### config.mk
export PLATFORM = sky130hd
export DESIGN_NAME = stp_regs_top
export DESIGN_NICKNAME = d
export VERILOG_FILES = /design/src/design/stp_period_gen.v /design/src/design/stp_byte_ring.v /design/src/design/stp_regs_top.v
export VERILOG_INCLUDE_DIRS = /design/src /design/src/design
export SDC_FILE = /design/constraint.sdc
export NUM_CORES = 1
export LEC_CHECK = 0
export BUFFER_PORTS_ARGS = -buffer_cell sky130_fd_sc_hd__buf_4
export CAP_MARGIN = 10
export CORE_UTILIZATION = 40
export CTS_CLUSTER_DIAMETER = 100
export DETAILED_ROUTE_END_ITERATION = 10
export SLEW_MARGIN = 20
export SYNTH_ARGS = -nofsm -noshare
export SYNTH_HDL_FRONTEND = slang
export SYNTH_SLANG_ARGS = --single-unit
### constraint.sdc
create_clock -name core_clk -period 5.4 [get_ports core_clk]
set_input_delay 1.08 -clock core_clk [delete_from_list [all_inputs] [get_ports core_clk]]
set_output_delay 1.08 -clock core_clk [all_outputs]
set_load 0.03 [all_outputs]
### src/design/stp_regs.vh
// Constants for the transfer-parameter register group: offsets, fields,
// reset values and code points. Included by every design file of the block.
`ifndef STP_REGS_VH
`define STP_REGS_VH

// Register offsets on the 5-bit host register port.
`define STP_OFF_TARGET_ID    5'h04
`define STP_OFF_BYTE_LOW     5'h0a
`define STP_OFF_CTRL_VIEW    5'h0b
`define STP_OFF_XFER_KIND    5'h0c
`define STP_OFF_SYNC_PERIOD  5'h0d
`define STP_OFF_SYNC_OFFSET  5'h0e
`define STP_OFF_WINDOW       5'h0f
`define STP_OFF_BYTE_RING    5'h0f
`define STP_WIN_ADDR_BIT     4

// Field positions and widths.
`define STP_KIND_SYNC_BIT    7
`define STP_ID_W             3
`define STP_ID_COUNT         8
`define STP_CODE_W           5
`define STP_RING_W           6
`define STP_WIN_KIND_HI      7
`define STP_WIN_KIND_LO      6
`define STP_WIN_PAGE_HI      3
`define STP_WIN_PAGE_LO      0

// Window kinds.
`define STP_WIN_MCS          2'h0
`define STP_WIN_SCAM         2'h1
`define STP_WIN_PROGRAM      2'h2
`define STP_WIN_SETUP        2'h3

// Reset values.
`define STP_RST_BYTE         8'h00
`define STP_RST_CODE         5'h00
`define STP_RST_RING         6'h00

// Period and offset code points.
`define STP_CODE_FULL        5'h00
`define STP_CODE_BANNED      5'h01
`define STP_FULL_COUNT       6'h20
`define STP_CNT_ZERO         6'h00
`define STP_CNT_ONE          6'h01

`endif

### src/design/stp_period_gen.v
// REQ/ACK period generator for synchronous data transfer.
// Assumes the period code is steady while run is high; runs on core_clk.
`timescale 1ns/10ps
`include "stp_regs.vh"

module stp_period_gen (
  // Clock and reset.
  input  wire                     core_clk,
  input  wire                     resetn,
  // Control.
  input  wire                     run,
  input  wire [`STP_CODE_W-1:0]   period_code,
  // Strobe outputs.
  output reg                      req_ack_level,
  output reg                      period_tick
);

  reg  [5:0] cnt;
  reg  [5:0] next_cnt;
  wire [5:0] total;
  wire [5:0] half_up;

  // Code 0 stands for a period of 32; asserted part is the rounded-up half.
  assign total   = (period_code == `STP_CODE_FULL) ? `STP_FULL_COUNT : {1'b0, period_code}; // see [RULE_05]
  assign half_up = (total + `STP_CNT_ONE) >> 1; // see [RULE_05]

  // Wrap the counter once per period so one byte slot fits each period.
  always @* begin
    if (cnt == total - `STP_CNT_ONE) begin
      next_cnt = `STP_CNT_ZERO; // see [RULE_07]
    end else begin
      next_cnt = cnt + `STP_CNT_ONE;
    end
  end

  // The banned code holds the strobe negated rather than guess a timing.
  always @(posedge core_clk or negedge resetn) begin
    if (!resetn) begin
      cnt           <= `STP_CNT_ZERO;
      req_ack_level <= 1'b0;
      period_tick   <= 1'b0;
    end else if (!run || period_code == `STP_CODE_BANNED) begin // see [RULE_05]
      cnt           <= `STP_CNT_ZERO;
      req_ack_level <= 1'b0;
      period_tick   <= 1'b0;
    end else begin
      cnt           <= next_cnt;
      req_ack_level <= (next_cnt < half_up); // see [RULE_05]
      period_tick   <= (next_cnt == `STP_CNT_ZERO);
    end
  end

endmodule // stp_period_gen

### src/design/stp_byte_ring.v
// Six-bit ring counter of transferred bytes.
// Assumes load and dec are single-cycle pulses on core_clk.
`timescale 1ns/10ps
`include "stp_regs.vh"

module stp_byte_ring (
  // Clock and reset.
  input  wire                     core_clk,
  input  wire                     resetn,
  input  wire                     clear,
  // Counter control.
  input  wire                     load,
  input  wire [`STP_RING_W-1:0]   load_value,
  input  wire                     dec,
  // Count.
  output reg  [`STP_RING_W-1:0]   count
);

  wire [`STP_RING_W-1:0] base;

  // A byte in the load cycle is counted against the fresh value, not lost.
  assign base = load ? load_value : count; // see [RULE_13]

  // Plain 6-bit arithmetic wraps below zero to 63.
  always @(posedge core_clk or negedge resetn) begin
    if (!resetn) begin
      count <= `STP_RST_RING;
    end else if (clear) begin
      count <= `STP_RST_RING;
    end else begin
      count <= base - {{(`STP_RING_W-1){1'b0}}, dec}; // see [RULE_13] see [RULE_20]
    end
  end

endmodule // stp_byte_ring

### src/design/stp_regs_top.v
// Transfer-parameter register group of the protocol controller: control
// signal view, per-target transfer mode, period and offset, window selector
// and the transferred-byte ring counter.
// Assumes a host register port synchronous to core_clk with one-cycle
// read and write strobes, and a sequencer that pulses byte events.
//
// Notes on behaviour
// [RULE_01] Status bit reads 1 while signal asserted.
// [RULE_02] Kind bit 7: 1 synchronous, 0 asynchronous.
// [RULE_03] Mode kept per target ID, recalled.
// [RULE_04] Period kept per target ID, reapplied.
// [RULE_05] Period N: ceil/floor halves; 0=32; 1 banned.
// [RULE_06] Software keeps period code above clock minimum.
// [RULE_07] One byte per programmed period.
// [RULE_08] Offset code 1-31 literal, 0 means 32.
// [RULE_09] Window bits 7:6 choose window kind.
// [RULE_10] Window bits 3:0 give 16-byte page.
// [RULE_11] Software writes zeros to unused window bits.
// [RULE_12] Software never selects absent SCAM window.
// [RULE_13] Ring loads byte count low, decrements.
// [RULE_14] Counts buffer bytes or data bytes by phase.
// [RULE_15] Auto modes accumulate across phases.
// [RULE_16] Abnormal end invalidates held data bytes.
// [RULE_17] Host waits for busy clear before status.
// [RULE_18] Host loads counts before data command.
// [RULE_19] Host loads message byte count when needed.
// [RULE_20] Ring wraps modulo 64.
`timescale 1ns/10ps
`include "stp_regs.vh"

module stp_regs_top (
  // Clock and reset.
  input  wire                     core_clk,
  input  wire                     resetn,
  input  wire                     sw_reset,
  // Host register port.
  input  wire                     reg_wr,
  input  wire                     reg_rd,
  input  wire [4:0]               reg_addr,
  input  wire [7:0]               reg_wdata,
  output reg  [7:0]               reg_rdata,
  // Bus control signals and diagnostic emulation.
  input  wire [7:0]               scsi_ctl_pin,
  input  wire                     diag_mode,
  input  wire [7:0]               diag_ctl,
  // Sequencer events.
  input  wire                     sync_run,
  input  wire                     data_phase,
  input  wire                     auto_mode,
  input  wire                     byte_load,
  input  wire                     mcs_byte,
  input  wire                     data_byte,
  input  wire                     abnormal_end,
  // Active transfer parameters.
  output reg  [`STP_ID_W-1:0]     target_id,
  output reg                      sync_mode,
  output reg  [`STP_CODE_W-1:0]   sync_period_code,
  output reg  [`STP_RING_W-1:0]   max_offset,
  output wire                     req_ack_level,
  output wire                     period_tick,
  // Window mapping.
  output reg  [1:0]               window_kind,
  output reg  [3:0]               window_page,
  output reg                      win_access,
  output reg  [7:0]               win_mem_addr,
  // Byte accounting.
  output wire [`STP_RING_W-1:0]   byte_ring,
  output reg                      data_reg_invalid
);

  // Per-target parameter store.
  reg                     kind_mem   [0:`STP_ID_COUNT-1];
  reg [`STP_CODE_W-1:0]   period_mem [0:`STP_ID_COUNT-1];
  reg [`STP_CODE_W-1:0]   offset_mem [0:`STP_ID_COUNT-1];
  integer                 i;

  // Control pin synchroniser and filtered view.
  reg [7:0]               ctl_s1;
  reg [7:0]               ctl_s2;
  reg [7:0]               ctl_s3;
  reg [7:0]               ctl_seen;
  reg [7:0]               ctrl_view;

  // Host-side shadow state.
  reg [7:0]               window_selector;
  reg [`STP_RING_W-1:0]   byte_count_low;
  reg [7:0]               next_rdata;

  // Decoded strobes.
  wire                    wr_id;
  wire                    wr_kind;
  wire                    wr_period;
  wire                    wr_offset;
  wire                    wr_window;
  wire                    wr_byte_low;
  wire                    ring_load;
  wire                    ring_dec;
  wire                    win_hit;
  wire [`STP_ID_W-1:0]    new_id;
  wire [`STP_CODE_W-1:0]  sel_offset;

  assign wr_id       = reg_wr && (reg_addr == `STP_OFF_TARGET_ID);
  assign wr_kind     = reg_wr && (reg_addr == `STP_OFF_XFER_KIND);
  assign wr_period   = reg_wr && (reg_addr == `STP_OFF_SYNC_PERIOD);
  assign wr_offset   = reg_wr && (reg_addr == `STP_OFF_SYNC_OFFSET);
  assign wr_window   = reg_wr && (reg_addr == `STP_OFF_WINDOW);
  assign wr_byte_low = reg_wr && (reg_addr == `STP_OFF_BYTE_LOW);
  assign win_hit     = (reg_wr || reg_rd) && reg_addr[`STP_WIN_ADDR_BIT];
  assign new_id      = reg_wdata[`STP_ID_W-1:0];

  // Pin samples pass three flops; a change is taken once stages two and
  // three agree, so a single-cycle glitch never reaches the view.
  always @(posedge core_clk or negedge resetn) begin
    if (!resetn) begin
      ctl_s1   <= `STP_RST_BYTE;
      ctl_s2   <= `STP_RST_BYTE;
      ctl_s3   <= `STP_RST_BYTE;
      ctl_seen <= `STP_RST_BYTE;
    end else begin
      ctl_s1 <= scsi_ctl_pin;
      ctl_s2 <= ctl_s1;
      ctl_s3 <= ctl_s2;
      if (ctl_s2 == ctl_s3) begin
        ctl_seen <= ctl_s3;
      end
    end
  end

  // In diagnostic mode the emulated signals are the ones on the bus, so
  // the view follows them instead of the idle pins.
  always @(posedge core_clk or negedge resetn) begin
    if (!resetn) begin
      ctrl_view <= `STP_RST_BYTE;
    end else begin
      ctrl_view <= diag_mode ? diag_ctl : ctl_seen; // see [RULE_01]
    end
  end

  // Per-target store. Writes land in the slot of the ID already selected,
  // so the host must select the target before writing its parameters.
  always @(posedge core_clk or negedge resetn) begin
    if (!resetn) begin
      for (i = 0; i < `STP_ID_COUNT; i = i + 1) begin
        kind_mem[i]   <= 1'b0;
        period_mem[i] <= `STP_RST_CODE;
        offset_mem[i] <= `STP_RST_CODE;
      end
    end else if (sw_reset) begin
      for (i = 0; i < `STP_ID_COUNT; i = i + 1) begin
        kind_mem[i]   <= 1'b0; // see [RULE_03]
        period_mem[i] <= `STP_RST_CODE; // see [RULE_04]
        offset_mem[i] <= `STP_RST_CODE;
      end
    end else begin
      if (wr_kind) begin
        kind_mem[target_id] <= reg_wdata[`STP_KIND_SYNC_BIT]; // see [RULE_03]
      end
      if (wr_period) begin
        period_mem[target_id] <= reg_wdata[`STP_CODE_W-1:0]; // see [RULE_04]
      end
      if (wr_offset) begin
        offset_mem[target_id] <= reg_wdata[`STP_CODE_W-1:0];
      end
    end
  end

  // Active parameters: a write to the ID register recalls the stored set,
  // a parameter write for the current ID takes effect at once.
  assign sel_offset = wr_offset ? reg_wdata[`STP_CODE_W-1:0]
                    : (wr_id ? offset_mem[new_id] : offset_mem[target_id]);

  always @(posedge core_clk or negedge resetn) begin
    if (!resetn) begin
      target_id        <= {`STP_ID_W{1'b0}};
      sync_mode        <= 1'b0;
      sync_period_code <= `STP_RST_CODE;
      max_offset       <= `STP_FULL_COUNT;
    end else if (sw_reset) begin
      target_id        <= {`STP_ID_W{1'b0}};
      sync_mode        <= 1'b0;
      sync_period_code <= `STP_RST_CODE;
      max_offset       <= `STP_FULL_COUNT;
    end else begin
      if (wr_id) begin
        target_id        <= new_id;
        sync_mode        <= kind_mem[new_id]; // see [RULE_03]
        sync_period_code <= period_mem[new_id]; // see [RULE_04]
      end else begin
        if (wr_kind) begin
          sync_mode <= reg_wdata[`STP_KIND_SYNC_BIT]; // see [RULE_02]
        end
        if (wr_period) begin
          sync_period_code <= reg_wdata[`STP_CODE_W-1:0];
        end
      end
      // Offset code 0 is the largest window, 32 outstanding strobes.
      if (sel_offset == `STP_CODE_FULL) begin
        max_offset <= `STP_FULL_COUNT; // see [RULE_08]
      end else begin
        max_offset <= {1'b0, sel_offset}; // see [RULE_08]
      end
    end
  end

  // Window selector and the low byte count that seeds the ring counter.
  // Reserved bits 5:4 are stored as written; software keeps them zero.
  always @(posedge core_clk or negedge resetn) begin
    if (!resetn) begin
      window_selector <= `STP_RST_BYTE;
      byte_count_low  <= `STP_RST_RING;
    end else begin
      if (wr_window) begin
        window_selector <= reg_wdata;
      end
      if (wr_byte_low) begin
        byte_count_low <= reg_wdata[`STP_RING_W-1:0];
      end
    end
  end

  // Map accesses at 10h-1Fh onto the selected window. The buffer page uses
  // one selector bit, program memory all four; other windows use none.
  always @(posedge core_clk or negedge resetn) begin
    if (!resetn) begin
      window_kind  <= `STP_WIN_MCS;
      window_page  <= 4'h0;
      win_access   <= 1'b0;
      win_mem_addr <= 8'h00;
    end else begin
      window_kind <= window_selector[`STP_WIN_KIND_HI:`STP_WIN_KIND_LO]; // see [RULE_09]
      window_page <= window_selector[`STP_WIN_PAGE_HI:`STP_WIN_PAGE_LO]; // see [RULE_10]
      win_access  <= win_hit;
      case (window_selector[`STP_WIN_KIND_HI:`STP_WIN_KIND_LO])
        `STP_WIN_MCS: begin
          win_mem_addr <= {3'h0, window_selector[0], reg_addr[3:0]}; // see [RULE_10]
        end
        `STP_WIN_PROGRAM: begin
          win_mem_addr <= {window_selector[`STP_WIN_PAGE_HI:`STP_WIN_PAGE_LO], reg_addr[3:0]}; // see [RULE_10]
        end
        default: begin
          win_mem_addr <= {4'h0, reg_addr[3:0]}; // see [RULE_09]
        end
      endcase
    end
  end

  // Byte accounting. In automatic modes the count is not reseeded between
  // phases, so the ring shows the total taken over all of them.
  assign ring_load = byte_load && !auto_mode; // see [RULE_15]
  assign ring_dec  = data_phase ? data_byte : mcs_byte; // see [RULE_14]

  stp_byte_ring u_ring (
    .core_clk   (core_clk),
    .resetn     (resetn),
    .clear      (sw_reset),
    .load       (ring_load),
    .load_value (byte_count_low),
    .dec        (ring_dec),
    .count      (byte_ring)
  );

  // Bytes still held at an abnormal end are unusable; the flag stays until
  // the next count load or software reset. A new abort in the load cycle wins.
  always @(posedge core_clk or negedge resetn) begin
    if (!resetn) begin
      data_reg_invalid <= 1'b0;
    end else if (abnormal_end) begin
      data_reg_invalid <= 1'b1; // see [RULE_16]
    end else if (byte_load || sw_reset) begin
      data_reg_invalid <= 1'b0;
    end
  end

  // REQ/ACK timing only runs for synchronous targets.
  stp_period_gen u_period (
    .core_clk      (core_clk),
    .resetn        (resetn),
    .run           (sync_run && sync_mode), // see [RULE_02]
    .period_code   (sync_period_code),
    .req_ack_level (req_ack_level),
    .period_tick   (period_tick)
  );

  // Read data mux. Unmapped offsets read zero.
  always @* begin
    case (reg_addr)
      `STP_OFF_CTRL_VIEW: begin
        next_rdata = ctrl_view;
      end
      `STP_OFF_XFER_KIND: begin
        next_rdata = {sync_mode, 7'h00};
      end
      `STP_OFF_SYNC_PERIOD: begin
        next_rdata = {3'h0, sync_period_code};
      end
      `STP_OFF_SYNC_OFFSET: begin
        next_rdata = {3'h0, sel_offset};
      end
      `STP_OFF_BYTE_RING: begin
        next_rdata = {2'h0, byte_ring};
      end
      default: begin
        next_rdata = `STP_RST_BYTE;
      end
    endcase
  end

  // Read data is captured on the strobe and held until the next read.
  always @(posedge core_clk or negedge resetn) begin
    if (!resetn) begin
      reg_rdata <= `STP_RST_BYTE;
    end else if (reg_rd) begin
      reg_rdata <= next_rdata;
    end
  end

endmodule // stp_regs_top

After elaboration in Yosys (flattened, before gate mapping)

Cells that the tools add are included.

Shifts and indexed selects: 0
Bitwise gates (word level): 2
Add/sub/neg operators: 4
Mux-type cells: 50
Equality and inequality tests: 11
Multiply operators: 0
Reduce and logical (&&, ||, !) cells: 26
Divide/modulo/power cells: 0
Magnitude comparators: 4

Operators by type and width:

| cell                | count |
|---|---|
| $mux 40             | 4 |
| $bwmux 40           | 2 |
| $mux 5              | 12 |
| $bmux 5 s3          | 3 |
| $mux 6              | 7 |
| $pmux 8 s5          | 1 |
| $eq 5x4->1 const B  | 6 |
| $mux 8              | 3 |
| $pmux 8 s2          | 1 |
| $demux 5 s3         | 1 |
| $add 6x1->6 const B | 2 |
| $mux 1              | 11 |
| $logic_and 1x1->1   | 10 |
| $logic_not 5->1     | 2 |
| $reduce_bool 2->1   | 5 |
| $bwmux 8            | 1 |
| $eq 8x8->1          | 1 |
| $ge 4x4->1 const B  | 2 |
| $not 3->4           | 2 |
| $eq 6x6->1          | 1 |
| $logic_not 6->1     | 1 |
| $lt 6x5->1          | 1 |
| $mux 3              | 2 |
| $reduce_bool 3->1   | 2 |
| other kinds (11)    | 14 |

Flip-flop bits (word level): 195
Latch bits: 0
Memory bits (read-only): 0
Memory bits (writable): 0
Word-level logic and storage cells: 142
Memories: 0

Depth between registers and ports, before layout

Gate-level depths: netlist (run 1).

Word-level depth: 9
Depth in mapped cells: 14
Gate-level depth less buffers: 13

By module

A second synthesis (run 1) with hierarchy kept.

Cell total of the unflattened synthesis: 806
Area total of the unflattened synthesis: 9337.7 sq um

By module, submodules not included:

| module         | cells each | area each (sq um) | times used |
|---|---|---|---|
| stp_regs_top   | 687        | 8147.8            | 1 |
| stp_period_gen | 83         | 793.3             | 1 |
| stp_byte_ring  | 36         | 396.6             | 1 |

Worst setup path before layout (run 1)

No wires, ideal clock.

Path type: reg-to-reg
Start: register sync_period_code[0]
End: register u_period.req_ack_level
Stages on the path, launching flop included: 15
Data required time: 5323 ps
Arrival time: 2674 ps
Setup time: 77 ps
Period minus slack after synthesis: 2751 ps
Setup slack: 2649 ps
Cell sequence: dfrtp_1 > clkbuf_1 > inv_1 > ha_1 > xnor2_1 > a21oi_1 > o211ai_1 > a211oi_2 > nor2_1 > ha_1 > a21oi_1 > nor2b_1 > o21ai_0 > nand3_1 > a21oi_1

Longest elaborated chain between the ends: 7

RTL lines:

| what                             | RTL line            | RTL |
|---|---|---|
| from (decl)                      | stp_regs_top.v:57   | `` output reg [`STP_CODE_W-1:0] sync_period_code, `` |
| from (signal assigned)           | stp_regs_top.v:176  | `` sync_period_code <= `STP_RST_CODE; `` |
| from (signal assigned)           | stp_regs_top.v:181  | `` sync_period_code <= `STP_RST_CODE; `` |
| from (signal assigned)           | stp_regs_top.v:187  | `sync_period_code <= period_mem[new_id];` |
| $logic_not 5->1 (no source line) | n/a                 |  |
| $mux 6                           | stp_period_gen.v:24 | `` assign total = (period_code == `STP_CODE_FULL) ? `STP_FULL_COUNT : {1'b0, period_code}; `` |
| $sub 6x1->6 (no source line)     | n/a                 |  |
| $eq 6x6->1 (no source line)      | n/a                 |  |
| $mux 6                           | stp_period_gen.v:29 | `` if (cnt == total - `STP_CNT_ONE) begin `` |
| $lt 6x5->1                       | stp_period_gen.v:48 | `req_ack_level <= (next_cnt < half_up);` |
| $mux 1 *                         | stp_period_gen.v:42 | `` end else if (!run \|\| period_code == `STP_CODE_BANNED) begin `` |
| to (signal assigned)             | stp_period_gen.v:48 |  |
| to (decl)                        | stp_period_gen.v:14 | `output reg req_ack_level,` |

Every way passes the cells marked *; elsewhere a longest branch is shown, timed or not.
A chain may end at the register's enable or synchronous reset.

Worst setup path after layout (run 1)

Ends and elaborated chain as after synthesis.

==> summary.md, run 1 <==
| Metric | Value |
|---|---|
| ANT nets after route | 0 |
| CTS Buffer Depth | 2 |
| Residual DRC count | 0 |
| CTS Root Cell | clkbuf_16 |
| #FFs+latches synth | 193 |
| Area after DPL | 0.00998 mm^2 |
| Syn Nets | 851 |
| Total congestion overflow | 0 |
| Final worst slack | 2.39 ns |
| First-pass DRT Iterations | 7 |
| Hold_sp | ctl_s1[6] |
| Die X-Extent | 153 um |
| Design area | 0.0106 mm^2 |
| GPL Wtd Cong | 0.819 |
| FP Rows | 54 |
| Vias per inst | 5.60 |
| RSZ-0062 raised after global routing | false |
| CTS Buf Count | 17 |
| WHS Endpoint | ctl_s2[6] |
| Worst min-delay path category | reg2reg |
| Max_cap viols | 0 |
| Power Density | 305 mW/mm^2 |
| Largest net degree at the start of global routing | 102 |
| Max Freq | 0.332 GHz |
| Arr. time, crit path | 3.36 ns |
| Min Tclk post-route | 3.01 ns |
| Post-place setup slack | 2.14 ns |
| Area occupied by multi-input gates | 0.00402 mm^2 |
| Area Overhead vs Synth | 16.0% |
| Slew HR | 38.9% |
| Worst Reg-to-Reg Cells | 13 |
| Dpl hpwl | 15.0 mm |
| # diodes | 0 |
| Register area | 0.00483 mm^2 |
| Reg clk slew, reported paths | 0.08 ns |
| Setup crit end kind | flip-flop |
| Top Ports | 89 |
| IR drop worst, VDD | 0.207 mV |
| Flop2flop setup slack | 2.39 ns |
| # port buffers | 88 |
| CTS sink cnt | 193 |
| Synthesized cell area | 0.00916 mm^2 |
| Die Y | 153 um |
| Initial Util | 41.3% |
| Crit-path max FO | 9 |
| Ys flop type | dfrtp_1 |
| Least-Margin Pin Slew | 0.914 ns |
| Syn Area/Cell | 11.4 um^2 |
| Area of the core | 0.0222 mm^2 |
| Worst skew pair latency | 0.45 ns |
| WHS Path Cells | 0 |
| Final non-filler cell total | 1150 |
| Routed wire length | 23.2 mm |
| Number of nets in the layout | 908 |
| Initial antenna violation count | 0 |
| CP required | 5.75 ns |
| Slew Viols, Final | 0 |
| Fillers | 2017 |
| Hold Fails Final Rpt | 0 |
| First-pass GRT wire length | 37.3 mm |
| H-tree Lvls | 4 |
| Iter 0 DRT Violations | 593 |
| Critical Path Source Type | flip-flop |
| R2r endpoint | u_period.req_ack_level |
| Via total after detailed routing | 6439 |
| Post-Route Setup TNS | 0 ns |
| Routed length per instance | 20.2 um |
| Setup Skew | 0.0152 ns |
| Crit share post-route | 55.8% |
| Critical path type | reg2reg |
| Full die area | 0.0235 mm^2 |
| Sequential share of the synthesized area | 52.7% |
| Vias in the first global route | 6399 |
| Number of flops mapped to enable cells by yosys | 0 |
| Critical R2R Launch | sync_period_code[0] |
| Status | finished, final reports clean |
| Warning count from the yosys run | 0 |
| Final setup viols | 0 |
| Leak | 4.78 nW |
| Post-CTS Setup Repair Bufs | 0 |
| Count of cell types in the netlist | 58 |
| Async SR Flop Fraction | 100% |
| Cells after Synth | 800 |
| # placed instances | 1118 |
| GRT Util Overall | 20.7% |
| Resize count post-CTS | 0 |
| CTS tree | yes |
| Share of layout cells above drive strength 1 | 22.3% |
| Hold_buf cts | 0 |
[registers in the layout, summed over array words and instances (netlist names), 2 cells and up]
register / cells
win_mem_addr: 8
ctl_s2: 8
period_mem: 40
byte_count_low: 6
window_selector: 6
u_period.cnt: 6
ctl_s1: 8
offset_mem: 40
reg_rdata: 8
sync_period_code: 5
ctl_s3: 8
ctrl_view: 8
target_id: 3
ctl_seen: 8
window_kind: 2
max_offset: 6
u_ring.count: 6
window_page: 4
kind_mem: 8
[Yosys cell counts, types with 4 or more instances]
cell type / count / area share (%)
mux4_2: 21 / 5.2
nand3_1: 38 / 2.1
a222oi_1: 5 / 0.55
mux2_2: 33 / 4.1
and2_1: 4 / 0.27
dfrtp_1: 192 / 52
clkbuf_1: 39 / 1.6
o211ai_1: 4 / 0.33
mux2i_1: 70 / 7.7
a21oi_1: 44 / 2.4
inv_1: 11 / 0.45
nor2b_1: 11 / 0.75
nand2_1: 64 / 2.6
xor2_1: 7 / 0.67
xnor2_1: 17 / 1.6
buf_2: 12 / 0.66
o22ai_1: 6 / 0.41
ha_1: 9 / 1.2
nor3_1: 16 / 0.87
nor2_1: 105 / 4.3
and3_1: 5 / 0.34
o21a_1: 8 / 0.66
o21ai_0: 17 / 0.93
mux4_1: 10 / 2.9
[report_power, final]
part | leakage, nW | switching (mW) | total (mW) | internal [mW]
Combinational | 1.89 | 0.198 | 0.329 | 0.131
Sequential | 2.58 | 0.0537 | 1.57 | 1.51
Clock | 0.307 | 0.691 | 1.34 | 0.651
[final cells by class]
| cell class | instances | share of cell area, % |
|---|---|---|
| Clock inverter | 15 | 2.01 |
| Clock buffer | 17 | 4.00 |
| Tap cell | 280 | 3.30 |
| Sequential cell | 193 | 45.5 |
| Multi-Input combinational cell | 538 | 37.9 |
| Inverter | 11 | 0.389 |
| Timing Repair Buffer | 96 | 6.96 |
[logic make-up after synthesis]
| family | Yosys count | share of synthesized area, % |
|---|---|---|
| AO/OA/AOI/OAI | 104 | 7.16 |
| XOR/XNOR | 24 | 2.30 |
| adder cells (fa/ha/maj) | 9 | 1.23 |
| buffers and inverters | 69 | 3.33 |
| flip-flops | 193 | 52.7 |
| multiplexers | 135 | 19.9 |
| AND/OR/NAND/NOR | 266 | 13.3 |
[how the worst max path moves through the flow]
stage	end	start
global placement	reg_rdata[0]	reg_wdata[0]
detailed placement	reg_rdata[3]	reg_wdata[0]
finish	u_period.req_ack_level	sync_period_code[0]
global route	u_period.req_ack_level	sync_period_code[0]
CTS	u_period.req_ack_level	sync_period_code[0]
floorplan	u_period.req_ack_level	sync_period_code[0]
[through the flow]
step	util (%)	total power [mW]	hold WS [ns]
after floorplan	-	1.78	0.331
after global placement	45.1	1.93	0.333
after detailed placement	45.1	1.93	0.335
after CTS	47.9	3.26	0.343
after global routing	47.9	3.36	0.352
final	47.9	3.24	0.345
[placed cells by master, fill, tap and decap left out, types with 11 or more instances in the layout]
master       n
nor2b_1     11
mux2_2      33
clkbuf_16   17
nor2_1     105
buf_4       94
o21ai_0     17
mux2i_1     70
nor3_1      16
dfrtp_1    192
a21oi_1     44
inv_1       11
nand2_1     64
mux4_2      21
nand3_1     38
xnor2_1     17
[critical path, cell delays in order, from the launching register on]
cell      delay, ns
dfrtp_1        0.63
inv_1          0.13
ha_1           0.33
xnor2_1        0.13
a21oi_1        0.12
o211ai_1       0.11
a211oi_2       0.41
nor2_1         0.11
ha_1           0.31
a21oi_1        0.16
nor2b_1        0.05
o21ai_0        0.16
nand3_1        0.09
a21oi_1        0.19
[layer usage]
metal | GRT usage, % | wire, um | up-vias
li1 | - | - | 2946
met1 | 30.0 | 10600 | 3255
met2 | 31.9 | 10900 | 208
met3 | 3.88 | 1240 | 30
met4 | 5.48 | 418 | 0
met5 | 0 | 0 | -
(Power assumes the default switching activity.)
==> run 2: changes to the inputs <==
ABC_AREA = 1   (was default)
clock period = 2.4 ns   (was 5.4 ns; I/O delays follow)
==> run 2 against run 1 <==
Compared with the run above:
- utilization up 1.0 points
- synthesized cell count is 45% higher
- first-iteration DRC count rose by 10%
- register-to-register slack worse by 2.2 ns
- cell count grew 35%
- clock power rose by 130%
- hold slack got worse by 0.32 ns
- critical path type unchanged
- highest routed layer unchanged
==> summary.md, run 2 <==
| Metric | Value |
|---|---|
| Iter 0 DRT Violations | 654 (+10%) |
| Least-Margin Pin Slew | 0.552 ns (-0.362 ns) |
| Ys flop type | dfrtp_1 |
| Hold Fails Final Rpt | 0 (unchanged) |
| Setup Skew | 0.0128 ns (-0.00235 ns) |
| Post-synth top area share | 51.6% (-0.84 points) |
| Most frequent cells in the layout | 355 x nand2_1, 190 x dfrtp_1, 138 x o21ai_0 |
| Final setup viols | 0 (unchanged) |
| Via total after detailed routing | 8204 (+27%) |
| Logic pwr share | 12.6% (+2.4 points) |
| Sequential share of the synthesized area | 51.9% (-0.84 points) |
| Sw Ratio | 30.6% (+1.5 points) |
| Status | finished, final reports clean |
| Area of the core | 0.0227 mm^2 (+2.5%) |
| Cell with the most instances after synthesis | nand2_1 |
| Max_cap viols | 0 (unchanged) |
| Worst Hold Slack | 0.0229 ns (-0.323 ns) |
| CTS Root Cell | clkbuf_16 |
| Grt met2 use | 37.5% (+5.6 points) |
| Count of cell types in the netlist | 49 (-16%) |
| # diodes | 0 (unchanged) |
| Global Route met1 Usage | 32.8% (+2.9 points) |
| CTS Buffer Depth | 2 (unchanged) |
| Cell Int Power | 5.24 mW (+130%) |
| Arr. time, crit path | 2.50 ns (-0.86 ns) |
| IR drop worst, VDD | 0.431 mV (+110%) |
| Die Y | 155 um (+0.80%) |
| Post-place setup slack | 0.0557 ns (-2.09 ns) |
| Gr busiest metal | met2 |
| Routed wire length | 27.5 mm (+18%) |
| Flop2flop setup slack | 0.23 ns (-2.16 ns) |
| Final worst slack | 0.225 ns (-2.16 ns) |
| Slew Viols, Final | 0 (unchanged) |
| Critical Path Source Type | flip-flop |
| Ranking of synthesized cells by area | dfrtp_1 52%, nand2_1 14%, o21ai_0 7.4% |
| Min Tclk post-route | 2.17 ns (-0.839 ns) |
| Setup crit end kind | flip-flop |
| Initial Util | 41.0% (-0.34 points) |
| Largest net degree at the start of global routing | 63 (-38%) |
| Synthesized cell area | 0.00931 mm^2 (+1.6%) |
| Number of nets in the layout | 1310 (+44%) |
| Power Density | 678 mW/mm^2 (+120%) |
| CTS sink cnt | 193 (unchanged) |
| Vias in the first global route | 7847 (+23%) |
| Psw | 2.30 mW (+140%) |
| Syn Nets | 1209 (+42%) |
| Worst min-delay path category | in2async |
| Warning count from the yosys run | 0 (unchanged) |
| Top cells by count, synth | 355 x nand2_1, 192 x dfrtp_1, 138 x o21ai_0, 113 x nor2_1, 98 x inv_1 |
| FP Rows | 55 (+1.9%) |
| Die X-Extent | 155 um (+0.80%) |
| Number of flops mapped to enable cells by yosys | 0 (unchanged) |
| Commonest non-fill, non-tap cell in the layout | nand2_1 |
| #FFs+latches synth | 193 (unchanged) |
| Total congestion overflow | 0 (unchanged) |
| Slew HR | 63.2% (+24 points) |
| Cells after Synth | 1158 (+45%) |
| Residual DRC count | 0 (unchanged) |
| Full die area | 0.0239 mm^2 (+1.6%) |
| Largest regs | offset_mem x40, period_mem x40 |
| Area Overhead vs Synth | 19.5% |
| Crit share post-route | 90.6% (+35 points) |
| Max Freq | 0.460 GHz (+39%) |
| ANT nets after route | 0 (unchanged) |
| CTS tree | yes |
| Reg clk slew, reported paths | 0.08 ns (about the same) |
| Vias per inst | 5.27 (-5.9%) |
| Initial antenna violation count | 0 (unchanged) |
| Clk pwr share | 40.9% (-0.6 points) |
| Critical R2R Launch | sync_period_code[1] |
| # port buffers | 88 (unchanged) |
| Dpl hpwl | 20.3 mm (+35%) |
| Routed length per instance | 17.7 um (-13%) |
| GPL Wtd Cong | 0.964 (+18%) |
| Top Ports | 89 (unchanged) |
| GRT Util Overall | 24.0% (+3.3 points) |
| Critical path type | reg2reg |
| CP required | 2.73 ns (-3.02 ns) |
| H-tree Lvls | 4 (unchanged) |
| Syn Area/Cell | 8.04 um^2 (-30%) |
| Worst skew pair latency | 0.44 ns (about the same) |
| Leak | 5.38 nW (+13%) |
| Hold_buf cts | 0 (unchanged) |
| Crit-path max FO | 5 (-4) |
| Sequential power share | 46.5% (-1.9 points) |
| First-pass DRT Iterations | 5 (-2) |
| Async SR Flop Fraction | 100% (unchanged) |
| Launch point of the critical path | sync_period_code[1] |
| GR Util met3 | 4.65% (+0.77 points) |
| Share of layout cells above drive strength 1 | 17.5% (-4.8 points) |
| First-pass GRT wire length | 43.6 mm (+17%) |
| CTS Buf Count | 17 (unchanged) |
| Area leader, netlist | dfrtp_1 |
[run 2: cell types whose count changed in the layout (fill, tap and decap cells not counted), moves of 11 or more]
cell and change:
mux2i_1 -70, xnor2_1 -12, buf_4 +28, a21oi_1 -16, o21ai_1 +22, mux2_2 -31
nand2_1 +291, o21ai_0 +121, mux4_2 -21, inv_1 +84, nor2b_1 -11, inv_2 +19
[run 2: power groups by stage]
stage	Combinational, mW	Sequential, mW	Clock, mW
2_1_floorplan	0.419	3.66	0
3_3_place_gp	0.932	3.57	0
3_5_place_dp	0.941	3.57	0
4_1_cts	0.944	3.51	3.14
5_1_grt	1.05	3.53	3.28
6_report	0.949	3.51	3.08
[run 2: path summary, 6_finish.rpt]
kind,end,cells after the start
hold reg to reg,ctl_s2[6],0
max in group asynchronous,max_offset[5],2
hold / removal,offset_mem[30],1
min in group core_clk,ctl_s1[7],1
setup reg to reg,u_period.req_ack_level,17
setup / recovery,u_period.req_ack_level,17
[run 2: cell families after synthesis]
group	synth area share, %
AND/OR/NAND/NOR	24.6
AO/OA/AOI/OAI	13.5
flip-flops	51.9
buffers and inverters	7.07
XOR/XNOR	1.41
adder cells (fa/ha/maj)	1.21
multiplexers	0.363
[run 2: area by class of cell]
cell class	count	area [um^2]
multi-input combinational	804	3850
tap	285	357
clock inverter	15	225
timing repair buffer	126	990
sequential	193	4830
inverter	117	447
fill	2205	11600
clock buffer	17	425
[run 2: metal layers]
metal  routed length [um]  share of wire (%)
met1                12300                 45
met2                12600                 46
met3                 1650                6.0
met4                  976                3.5
met5                    0                  0
[run 2: worst max-delay path: stages (launching register included)]
cell,delay (ns)
dfrtp_2,0.43
inv_4,0.08
ha_4,0.20
nand2_1,0.05
nand2_1,0.04
nor2_1,0.08
nand2_1,0.06
nor2_2,0.09
nand3_2,0.13
inv_2,0.08
or2_4,0.12
inv_1,0.04
ha_1,0.28
inv_1,0.04
o211ai_1,0.17
inv_1,0.06
nand2_1,0.06
nor2_1,0.04
[run 2: repair_timing]
item                                    in CTS  in global routing
resized for setup                            0                  9
hold endpoints to repair                     0                  0
endpoints found under the setup margin       0                  1
buffers inserted                             0                  1
[run 2: stage by stage]
step	power, mW	instances	TNS [ns]	instance area (um^2)	util (%)
after floorplan	4.08	1158	0	9310	-
after global placement	4.50	1524	0	10400	46.0
after detailed placement	4.51	1524	0	10400	46.0
after CTS	7.59	1556	0	11100	48.8
after global routing	7.85	1557	-0.00501	11100	49.0
final	7.54	1557	0	11100	49.0
